### config.mk
export PLATFORM = sky130hd
export DESIGN_NAME = pet_top
export DESIGN_NICKNAME = d
export VERILOG_FILES = /design/src/hdl/pet_pkg.sv /design/src/hdl/pet_top.sv
export VERILOG_INCLUDE_DIRS = /design/src /design/src/hdl
export SDC_FILE = /design/constraint.sdc
export NUM_CORES = 1
export LEC_CHECK = 0
export BUFFER_PORTS_ARGS = -buffer_cell sky130_fd_sc_hd__clkbuf_2
export CAP_MARGIN = 15
export CORE_AREA = 5 5 161 132
export DETAILED_ROUTE_END_ITERATION = 10
export DIE_AREA = 0 0 166 137
export PLACE_DENSITY_LB_ADDON = 0.2
export REMOVE_ABC_BUFFERS = 1
export SLEW_MARGIN = 10
export SYNTH_ARGS = -nofsm -noshare
export SYNTH_HDL_FRONTEND = slang
export SYNTH_SLANG_ARGS = --single-unit
### constraint.sdc
create_clock -name clk -period 9.93 [get_ports clk]
set_input_delay 1.4895 -clock clk [delete_from_list [all_inputs] [get_ports clk]]
set_output_delay 1.4895 -clock clk [all_outputs]
set_load 0.05 [all_outputs]
### src/hdl/pet_consts.svh
// Constants for the periodic endpoint transfer block
// Assumes inclusion by bare name from the top module and the bench
`ifndef PET_CONSTS_SVH
`define PET_CONSTS_SVH
`define PET_BUS_INTERVAL_NS 125000
`define PET_CLK_PERIOD_NS 10
`define PET_MAX_PKT_BYTES 11'h400
`define PET_INT_MAX_BURST 5'h03
`define PET_ISO_MAX_BURST 5'h10
`define PET_MAX_BURSTS_PER_SI 2'h3
`define PET_INTERVAL_MIN 5'h01
`define PET_INTERVAL_MAX 5'h10
`define PET_SEQ_LAST 5'h1f
`define PET_SEQ_ZERO 5'h00
`define PET_OFS_CTRL 32'h0000_0000
`define PET_OFS_CFG 32'h0000_0004
`define PET_OFS_STAT 32'h0000_0008
`define PET_OFS_CNT 32'h0000_000c
`define PET_RESP_OKAY 2'h0
`define PET_RESP_SLVERR 2'h2
`endif

### src/hdl/pet_pkg.sv
// Types shared by the periodic endpoint transfer block
// Assumes pet_consts.svh is on the include path
package pet_pkg;
    typedef enum logic [1:0] {PET_TT_INT, PET_TT_ISO} pet_ttype_t;
    typedef enum logic [2:0] {PET_R_DATA, PET_R_ZLP, PET_R_FLOW, PET_R_STALL, PET_R_PINGRSP, PET_R_NONE} pet_resp_t;
    typedef struct packed {
        logic [10:0] max_pkt;
        logic [4:0] burst;
        logic [4:0] interval;
        logic dir_in;
        pet_ttype_t ttype;
    } pet_cfg_t;
    typedef struct packed {
        logic valid;
        logic ping;
        logic is_in;
        logic [10:0] len;
    } pet_req_t;
    typedef struct packed {
        pet_resp_t kind;
        logic [4:0] seq;
        logic [10:0] len;
    } pet_ans_t;
endpackage

### src/hdl/pet_top.sv
// Periodic endpoint transfer engine: interrupt and isochronous endpoint
// sequencing, service interval timing, flow control, halt, ping, notify.
// Assumes the link layer presents decoded requests on clk and that
// configuration control transfers are signalled by cfg_done.
//
// The implementer's own choices: the AXI4-Lite interface to the registers and the placing of the registers.
`timescale 1ns/1ps
`include "pet_consts.svh"
module pet_top #(
    parameter int BUS_INTERVAL_CYCLES = `PET_BUS_INTERVAL_NS / `PET_CLK_PERIOD_NS
) (
    // Clock and reset
    input wire logic clk,
    input wire logic sys_rst,
    input wire logic clk_en,
    // Endpoint configuration
    input wire pet_pkg::pet_cfg_t cfg_in,
    input wire logic cfg_done,
    // Link side requests
    input wire pet_pkg::pet_req_t req,
    output pet_pkg::pet_ans_t ans,
    output logic ans_valid,
    // Function side
    input wire logic tx_pending,
    input wire logic [10:0] tx_len,
    input wire logic rx_space,
    input wire logic func_stall,
    input wire logic retry_exhausted,
    input wire logic notify_req,
    output logic notify_send,
    output logic cfg_ok,
    // AXI4-Lite slave
    input wire logic [31:0] s_awaddr,
    input wire logic s_awvalid,
    output logic s_awready,
    input wire logic [31:0] s_wdata,
    input wire logic [3:0] s_wstrb,
    input wire logic s_wvalid,
    output logic s_wready,
    output logic [1:0] s_bresp,
    output logic s_bvalid,
    input wire logic s_bready,
    input wire logic [31:0] s_araddr,
    input wire logic s_arvalid,
    output logic s_arready,
    output logic [31:0] s_rdata,
    output logic [1:0] s_rresp,
    output logic s_rvalid,
    input wire logic s_rready
);
    import pet_pkg::*;

    initial begin
        if (BUS_INTERVAL_CYCLES < 2) begin
            $error("pet_top: bus interval too short");
        end
    end

    pet_cfg_t cfg_r;
    logic cfg_ok_r;
    logic [31:0] bi_cnt_r;
    logic [14:0] si_cnt_r;
    logic si_tick;
    logic [4:0] seq_r;
    logic [4:0] pkt_cnt_r;
    logic [1:0] burst_cnt_r;
    logic halt_r;
    logic sw_halt_clr;
    logic sw_notify;
    logic [15:0] ans_cnt_r;
    logic [14:0] si_len;
    logic last_in_burst;
    logic quota_left;

    function automatic logic cfg_legal(input pet_cfg_t c);
        logic ok;
        ok = (c.interval >= `PET_INTERVAL_MIN) && (c.interval <= `PET_INTERVAL_MAX);
        ok = ok && (c.max_pkt <= `PET_MAX_PKT_BYTES) && (c.burst != 5'h00);
        if (c.ttype == PET_TT_ISO) begin
            ok = ok && (c.burst <= `PET_ISO_MAX_BURST);
        end else begin
            ok = ok && (c.burst <= `PET_INT_MAX_BURST) && (c.max_pkt != 11'h000);
        end
        if (c.burst != 5'h01) begin
            ok = ok && (c.max_pkt == `PET_MAX_PKT_BYTES);
        end
        return ok;
    endfunction

    always_ff @(posedge clk) begin
        if (sys_rst) begin
            cfg_r <= '0;
            cfg_ok_r <= 1'b0;
        end else if (clk_en && cfg_done) begin
            cfg_r <= cfg_in;
            cfg_ok_r <= cfg_legal(cfg_in);
        end
    end
    assign cfg_ok = cfg_ok_r;

    assign si_len = 15'(15'h0001 << (cfg_r.interval - 5'h01));

    // bus interval timer is the finest granule
    always_ff @(posedge clk) begin
        if (sys_rst || (clk_en && cfg_done)) begin
            bi_cnt_r <= '0;
        end else if (clk_en) begin
            if (bi_cnt_r == 32'(BUS_INTERVAL_CYCLES - 1)) begin
                bi_cnt_r <= '0;
            end else begin
                bi_cnt_r <= bi_cnt_r + 32'h0000_0001;
            end
        end
    end

    always_ff @(posedge clk) begin
        if (sys_rst || (clk_en && cfg_done)) begin
            si_cnt_r <= '0;
        end else if (clk_en && bi_cnt_r == 32'(BUS_INTERVAL_CYCLES - 1)) begin
            if (si_cnt_r >= si_len - 15'h0001) begin
                si_cnt_r <= '0;
            end else begin
                si_cnt_r <= si_cnt_r + 15'h0001;
            end
        end
    end
    assign si_tick = clk_en && (bi_cnt_r == 32'(BUS_INTERVAL_CYCLES - 1)) && (si_cnt_r >= si_len - 15'h0001);

    assign last_in_burst = (pkt_cnt_r + 5'h01 >= cfg_r.burst);
    assign quota_left = (burst_cnt_r < `PET_MAX_BURSTS_PER_SI);

    logic data_req;
    logic accept_data;
    pet_resp_t kind_nxt;
    logic [10:0] len_nxt;
    assign data_req = req.valid && !req.ping;

    // Response selection
    always_comb begin
        kind_nxt = PET_R_NONE;
        len_nxt = 11'h000;
        accept_data = 1'b0;
        if (req.valid && req.ping) begin
            kind_nxt = PET_R_PINGRSP;
        end else if (data_req && cfg_ok_r) begin
            if (cfg_r.ttype == PET_TT_ISO) begin
                // wrong direction ignored, never flow controlled
                if (req.is_in == cfg_r.dir_in && quota_left) begin
                    accept_data = 1'b1;
                    if (!cfg_r.dir_in) begin
                        kind_nxt = PET_R_NONE;
                    end else if (tx_pending) begin
                        // true length, clipped to max packet
                        kind_nxt = PET_R_DATA;
                        len_nxt = (tx_len > cfg_r.max_pkt) ? cfg_r.max_pkt : tx_len;
                    end else begin
                        kind_nxt = PET_R_ZLP;
                    end
                end
            end else if (halt_r) begin
                kind_nxt = PET_R_STALL;
            end else if (func_stall) begin
                kind_nxt = PET_R_STALL;
            end else if (!quota_left) begin
                // quota used, defer to next interval
                kind_nxt = PET_R_FLOW;
            end else if (cfg_r.dir_in) begin
                if (tx_pending) begin
                    accept_data = 1'b1;
                    kind_nxt = PET_R_DATA;
                    // zero length is a valid completion
                    len_nxt = (tx_len > cfg_r.max_pkt) ? cfg_r.max_pkt : tx_len;
                end else begin
                    kind_nxt = PET_R_FLOW;
                end
            end else begin
                if (rx_space) begin
                    accept_data = 1'b1;
                    kind_nxt = PET_R_DATA;
                    len_nxt = req.len;
                end else begin
                    kind_nxt = PET_R_FLOW;
                end
            end
        end
    end

    // attempts taken at any cycle of the interval
    always_ff @(posedge clk) begin
        if (sys_rst) begin
            ans <= '{kind: PET_R_NONE, seq: `PET_SEQ_ZERO, len: 11'h000};
            ans_valid <= 1'b0;
        end else if (clk_en) begin
            ans_valid <= (kind_nxt != PET_R_NONE);
            ans <= '{kind: kind_nxt, seq: seq_r, len: len_nxt};
        end
    end

    always_ff @(posedge clk) begin
        if (sys_rst || (clk_en && cfg_done)) begin
            seq_r <= `PET_SEQ_ZERO;
        end else if (clk_en && si_tick && cfg_r.ttype == PET_TT_ISO) begin
            seq_r <= `PET_SEQ_ZERO;
        end else if (clk_en && accept_data) begin
            seq_r <= (seq_r == `PET_SEQ_LAST) ? `PET_SEQ_ZERO : seq_r + 5'h01;
        end
    end

    // burst position and burst count per interval
    always_ff @(posedge clk) begin
        if (sys_rst || (clk_en && (cfg_done || si_tick))) begin
            pkt_cnt_r <= '0;
            burst_cnt_r <= '0;
        end else if (clk_en && accept_data) begin
            // a short packet closes the burst
            if (last_in_burst || len_nxt < cfg_r.max_pkt) begin
                pkt_cnt_r <= '0;
                burst_cnt_r <= burst_cnt_r + 2'h1;
            end else begin
                pkt_cnt_r <= pkt_cnt_r + 5'h01;
            end
        end
    end

    // halt set wins over a software clear
    always_ff @(posedge clk) begin
        if (sys_rst || (clk_en && cfg_done)) begin
            halt_r <= 1'b0;
        end else if (clk_en) begin
            if (cfg_r.ttype == PET_TT_INT && (retry_exhausted || kind_nxt == PET_R_STALL)) begin
                halt_r <= 1'b1;
            end else if (sw_halt_clr) begin
                halt_r <= 1'b0;
            end
        end
    end

    // notification at any time, never blocked by pipe state
    always_ff @(posedge clk) begin
        if (sys_rst) begin
            notify_send <= 1'b0;
        end else if (clk_en) begin
            notify_send <= notify_req || sw_notify;
        end
    end

    always_ff @(posedge clk) begin
        if (sys_rst || (clk_en && cfg_done)) begin
            ans_cnt_r <= '0;
        end else if (clk_en && accept_data) begin
            ans_cnt_r <= ans_cnt_r + 16'h0001;
        end
    end

    // AXI4-Lite: address and data may arrive in either order
    logic aw_held_r;
    logic w_held_r;
    logic [31:0] awaddr_r;
    logic [31:0] wdata_r;
    logic wr_fire;
    assign s_awready = !aw_held_r && !s_bvalid;
    assign s_wready = !w_held_r && !s_bvalid;
    assign wr_fire = aw_held_r && w_held_r && !s_bvalid;

    always_ff @(posedge clk) begin
        if (sys_rst) begin
            aw_held_r <= 1'b0;
            w_held_r <= 1'b0;
            awaddr_r <= '0;
            wdata_r <= '0;
            s_bvalid <= 1'b0;
            s_bresp <= `PET_RESP_OKAY;
        end else if (clk_en) begin
            if (s_awvalid && s_awready) begin
                aw_held_r <= 1'b1;
                awaddr_r <= s_awaddr;
            end
            if (s_wvalid && s_wready) begin
                w_held_r <= 1'b1;
                wdata_r <= s_wstrb[0] ? s_wdata : 32'h0000_0000;
            end
            if (wr_fire) begin
                aw_held_r <= 1'b0;
                w_held_r <= 1'b0;
                s_bvalid <= 1'b1;
                s_bresp <= (awaddr_r == `PET_OFS_CTRL) ? `PET_RESP_OKAY : `PET_RESP_SLVERR;
            end else if (s_bvalid && s_bready) begin
                s_bvalid <= 1'b0;
            end
        end
    end
    assign sw_halt_clr = clk_en && wr_fire && (awaddr_r == `PET_OFS_CTRL) && wdata_r[0];
    assign sw_notify = clk_en && wr_fire && (awaddr_r == `PET_OFS_CTRL) && wdata_r[1];

    assign s_arready = !s_rvalid;
    always_ff @(posedge clk) begin
        if (sys_rst) begin
            s_rvalid <= 1'b0;
            s_rdata <= '0;
            s_rresp <= `PET_RESP_OKAY;
        end else if (clk_en) begin
            if (s_arvalid && s_arready) begin
                s_rvalid <= 1'b1;
                s_rresp <= `PET_RESP_OKAY;
                unique case (s_araddr)
                    `PET_OFS_CTRL: s_rdata <= '0;
                    `PET_OFS_CFG: s_rdata <= 32'({cfg_r.ttype, cfg_r.dir_in, cfg_r.interval, cfg_r.burst, cfg_r.max_pkt});
                    `PET_OFS_STAT: s_rdata <= 32'({burst_cnt_r, pkt_cnt_r, seq_r, cfg_ok_r, halt_r});
                    `PET_OFS_CNT: s_rdata <= 32'(ans_cnt_r);
                    default: begin
                        s_rdata <= '0;
                        s_rresp <= `PET_RESP_SLVERR;
                    end
                endcase
            end else if (s_rvalid && s_rready) begin
                s_rvalid <= 1'b0;
            end
        end
    end

    // Assertions
    AST_PING_ANSWER: assert property (@(posedge clk) disable iff (sys_rst)
        (clk_en && req.valid && req.ping) |=> (ans_valid && ans.kind == PET_R_PINGRSP))
        else $error("ping not answered");
    AST_ISO_NO_FLOW: assert property (@(posedge clk) disable iff (sys_rst)
        (cfg_r.ttype == PET_TT_ISO && ans_valid) |-> (ans.kind != PET_R_FLOW && ans.kind != PET_R_STALL))
        else $error("iso flow control");
    AST_ISO_ZLP: assert property (@(posedge clk) disable iff (sys_rst)
        (clk_en && data_req && cfg_ok_r && cfg_r.ttype == PET_TT_ISO && cfg_r.dir_in && req.is_in && !tx_pending
         && quota_left && !cfg_done) |=> (ans.kind == PET_R_ZLP && ans.len == 11'h000))
        else $error("iso no zlp");
    AST_MAXPKT: assert property (@(posedge clk) disable iff (sys_rst)
        (ans_valid && ans.kind == PET_R_DATA && cfg_r.dir_in) |-> (ans.len <= cfg_r.max_pkt))
        else $error("packet too big");
    AST_INT_FLOW: assert property (@(posedge clk) disable iff (sys_rst)
        (clk_en && data_req && cfg_ok_r && cfg_r.ttype == PET_TT_INT && cfg_r.dir_in && !tx_pending && !halt_r
         && !func_stall && !cfg_done) |=> (ans.kind == PET_R_FLOW))
        else $error("no flow control");
    AST_SEQ_WRAP: assert property (@(posedge clk) disable iff (sys_rst)
        (clk_en && accept_data && seq_r == `PET_SEQ_LAST && !si_tick && !cfg_done) |=> (seq_r == `PET_SEQ_ZERO))
        else $error("seq wrap");
    AST_ISO_SEQ_ZERO: assert property (@(posedge clk) disable iff (sys_rst)
        (si_tick && cfg_r.ttype == PET_TT_ISO) |=> (seq_r == `PET_SEQ_ZERO))
        else $error("iso seq not zeroed");
    AST_CFG_RESET: assert property (@(posedge clk) disable iff (sys_rst)
        (clk_en && cfg_done) |=> (seq_r == `PET_SEQ_ZERO && pkt_cnt_r == 5'h00 && !halt_r))
        else $error("cfg reset");
    AST_HALT: assert property (@(posedge clk) disable iff (sys_rst)
        (clk_en && !cfg_done && cfg_r.ttype == PET_TT_INT && retry_exhausted) |=> halt_r)
        else $error("halt missing");
    AST_BURSTS: assert property (@(posedge clk) disable iff (sys_rst)
        (clk_en && data_req && cfg_ok_r && burst_cnt_r == `PET_MAX_BURSTS_PER_SI && !si_tick && !cfg_done)
        |=> (ans.kind inside {PET_R_FLOW, PET_R_STALL, PET_R_NONE}))
        else $error("burst quota");
    AST_NOTIFY: assert property (@(posedge clk) disable iff (sys_rst)
        (clk_en && notify_req) |=> notify_send)
        else $error("notify lost");
    COV_PING: cover property (@(posedge clk) ans_valid && ans.kind == PET_R_PINGRSP);
    COV_WRAP: cover property (@(posedge clk) accept_data && seq_r == `PET_SEQ_LAST);
    COV_HALT: cover property (@(posedge clk) $rose(halt_r));
    COV_ZLP: cover property (@(posedge clk) ans_valid && ans.kind == PET_R_ZLP);
endmodule

==> results.txt <==
outcome -> finished clean
Die X -> 166 µm
CTS tree -> built
DR vias -> 8624
Die Y -> 137 µm
worst hold margin -> 450 ps
io pins -> 226
initial cell density of the core -> 48.7%
asr flop ratio synth -> 0%
Primary FF master, synth -> dfxtp_1
Final min period -> 5220 ps
CTS root buf -> clkbuf_16
first-pass GRT wire length -> 41500 µm
initial antenna violation count -> 1
Max VDD drop -> 108 µV
average cell area after synthesis -> 8.37 µm²
max_slew headroom -> 22.7%
dpl hpwl -> 18900 µm
cts bufs inserted -> 17
Max Cap Violations -> 0
CP arrival -> 5550 ps
Net count, final -> 1502
Final setup viols -> 0
filler cell count -> 1786
max incr delay on CP -> 490 ps
RSZ-0062 raised after global routing -> false
GRT Overall Usage -> 22.3%
CP startpoint kind -> input port
cell area after layout -> 11200 µm²
vias in the first global route -> 8052
worst-path maximum fanout -> 10
crit path cell chain -> clkbuf_2, ha_1, nand4_1, or3_1, o311ai_1, nand2_1, mux2i_1, a2bb2oi_1, nor2_1, ha_1, nand4_1, nor3_1, a21bo_1, o21a_1, o211ai_2, a21boi_1, o22a_1
dpl cell area -> 10600 µm²
IO Port Bufs -> 182
Iter 0 DRT Violations -> 701
WL final -> 25800 µm
Largest delay share family, worst path -> simple AND/OR/NAND/NOR gates
Hold WC Path Type -> flip-flop to flip-flop
Worst-Margin Slew -> 1160 ps
number of flops mapped to enable cells by yosys -> 0
fmax -> 191 MHz
Die Area -> 22700 µm²
Yosys cell types -> 69
drc violations -> 0
post-CTS setup buffers -> 0
CORE AREA -> 19500 µm²
Slew Viols, Final -> 0
CTS-repair resized insts -> 0
CP Capture Type -> flip-flop
Pre-antenna DRT Iters -> 5
sequential-to-total area share from yosys stat -> 39.2%
gate count of the mapped netlist -> 1135
Max H-tree Level -> 4
clock tree buffer depth -> 2
routability cong. -> 0.864
Final Hold Viols -> 0
Remaining Overflow, GRT -> 0
largest net degree at the start of global routing -> 67
WP buf/inv -> 1
Post-Synthesis Cell Area -> 9500 µm²
share of layout cells above drive strength 1 -> 19.6%
Setup CP Type -> input port to flip-flop
final setup skew -> 13.5 ps
Syn. warnings -> 0
Layout area overhead -> 17.9%
Overall Power -> 1.65 mW
Leakage -> 4.66 nW
WL per Instance -> 16.4 µm
P per Cell Area -> 147 nW/µm²
post-route ant nets -> 0
Slowest-stage cell, CP -> nand2_1
# clock sinks -> 186
Via-to-Cell Ratio -> 5.50
# hold bufs at CTS -> 0
Seq cells post-synth -> 186
Clk pin slew, worst setup/hold paths -> 80 ps
Data required, critical path -> 10260 ps
worst skew pair latency -> 440 ps
Setup TNS -> 0 ps
final worst-path cycle share -> 52.6%
num rows -> 46
-- cell type report --
class / instances / area (µm²) / share of cell area [%]
inverter: 25 / 93.8 / 0.838
timing repair buffer: 192 / 993 / 8.87
tap: 264 / 330 / 2.95
clock buffer: 17 / 425 / 3.80
clock inverter: 15 / 194 / 1.73
multi-input combinational: 868 / 5440 / 48.6
sequential: 186 / 3720 / 33.2
antenna: 1 / 2.50 / 0.0223
-- cell usage after synthesis (5+ instances only) --
cell type  count  share of area (%)
mux2i_1       20                2.1
inv_1         25               0.99
mux2_2        14                1.7
and3_1        20                1.3
buf_4         10               0.79
xor2_1        40                3.7
ha_1          49                6.5
nor2_1       135                5.3
a211oi_1       8               0.63
nand2b_1      11               0.72
clkbuf_1      49                1.9
o21a_1         6               0.47
o21ai_1       12               0.63
buf_2          5               0.26
o21ai_0       34                1.8
nor2b_1       11               0.72
nand3_1       44                2.3
or3_1          9               0.59
nand4_1       22                1.4
a22oi_1       22                1.7
nor4_1        27                1.8
a22o_1        23                2.1
a21oi_1       80                4.2
nand3b_1       8               0.63
and4_1         7               0.65
nor3_1        17               0.90
a2bb2oi_1     10               0.92
xnor2_1       20                1.8
and2_1         7               0.46
dfxtp_1      186                 39
nand2_1      142                5.6
-- sequential cells by signal, indices dropped and copies added, names as in the netlist, 2 cells and up --
name and count:
si_cnt_r 15, ans_cnt_r 16, pkt_cnt_r 5, seq_r 5, cfg_r 24, bi_cnt_r 32, wdata_r 2, awaddr_r 32
s_rdata 24, ans 19, burst_cnt_r 2
-- layout by cell type (no fill, tap or decap), drive strengths merged, types with 32 or more instances in the layout --
cell type    n
a21oi       80
clkbuf     199
dfxtp      186
ha          49
inv         32
nand2      142
nand3       45
nor2       135
o21ai       47
xor2        40
-- through the flow --
| stage | std cells | setup slack (ps) | util [%] |
|---|---|---|---|
| 6_report | 1568 | 4710 | 57.4 |
| 5_1_grt | 1568 | 4520 | 57.4 |
| 4_1_cts | 1566 | 4750 | 57.3 |
| 3_5_place_dp | 1534 | 4350 | 54.2 |
| 3_3_place_gp | 1534 | 4490 | 54.2 |
| 2_1_floorplan | 1079 | 5160 | - |
-- layer usage --
| metal | part of all wire (%) | GRT usage (%) |
|---|---|---|
| met1 | 48 | 31.3 |
| met2 | 44 | 34.7 |
| met3 | 6.4 | 5.26 |
| met4 | 1.9 | 6.09 |
| met5 | 0 | 0 |
-- worst paths after layout --
check	slack, ps	from	end	cells after the start
max	4710	tx_len[9]	burst_cnt_r[1]	17
min	450	ans[6]	ans[6]	2
max reg2reg	5070	cfg_r[5]	seq_r[1]	16
min reg2reg	450	ans[6]	ans[6]	2
-- cell families after synthesis --
kind of cell    share of synthesized area (%)
buf+inv                                  4.02
mux                                      3.77
flops                                    39.2
compound gates                           16.2
other cells                            0.0395
xor+xnor                                 5.53
simple gates                             24.8
fa+ha+maj                                6.45
-- report_power, final --
group / internal [mW] / switching, mW / total, mW
Clock: 0.345 / 0.351 / 0.696
Sequential: 0.760 / 0.0136 / 0.773
Combinational: 0.0685 / 0.113 / 0.182
-- worst register-to-register path, stage by stage, from the launching register on --
cell and delay [ps]:
dfxtp_1 750, nor4_1 220, nor3_1 430, nand3_1 200, ha_1 400, nor3b_1 400
a32oi_1 160, nor2_1 120, a21oi_1 60, ha_1 320, nand4_1 70, o21ai_0 60
or3_1 180, o21ai_1 100, a21oi_2 760, a21boi_2 430, nor2_1 90
Power figures use the tool's default switching activity.
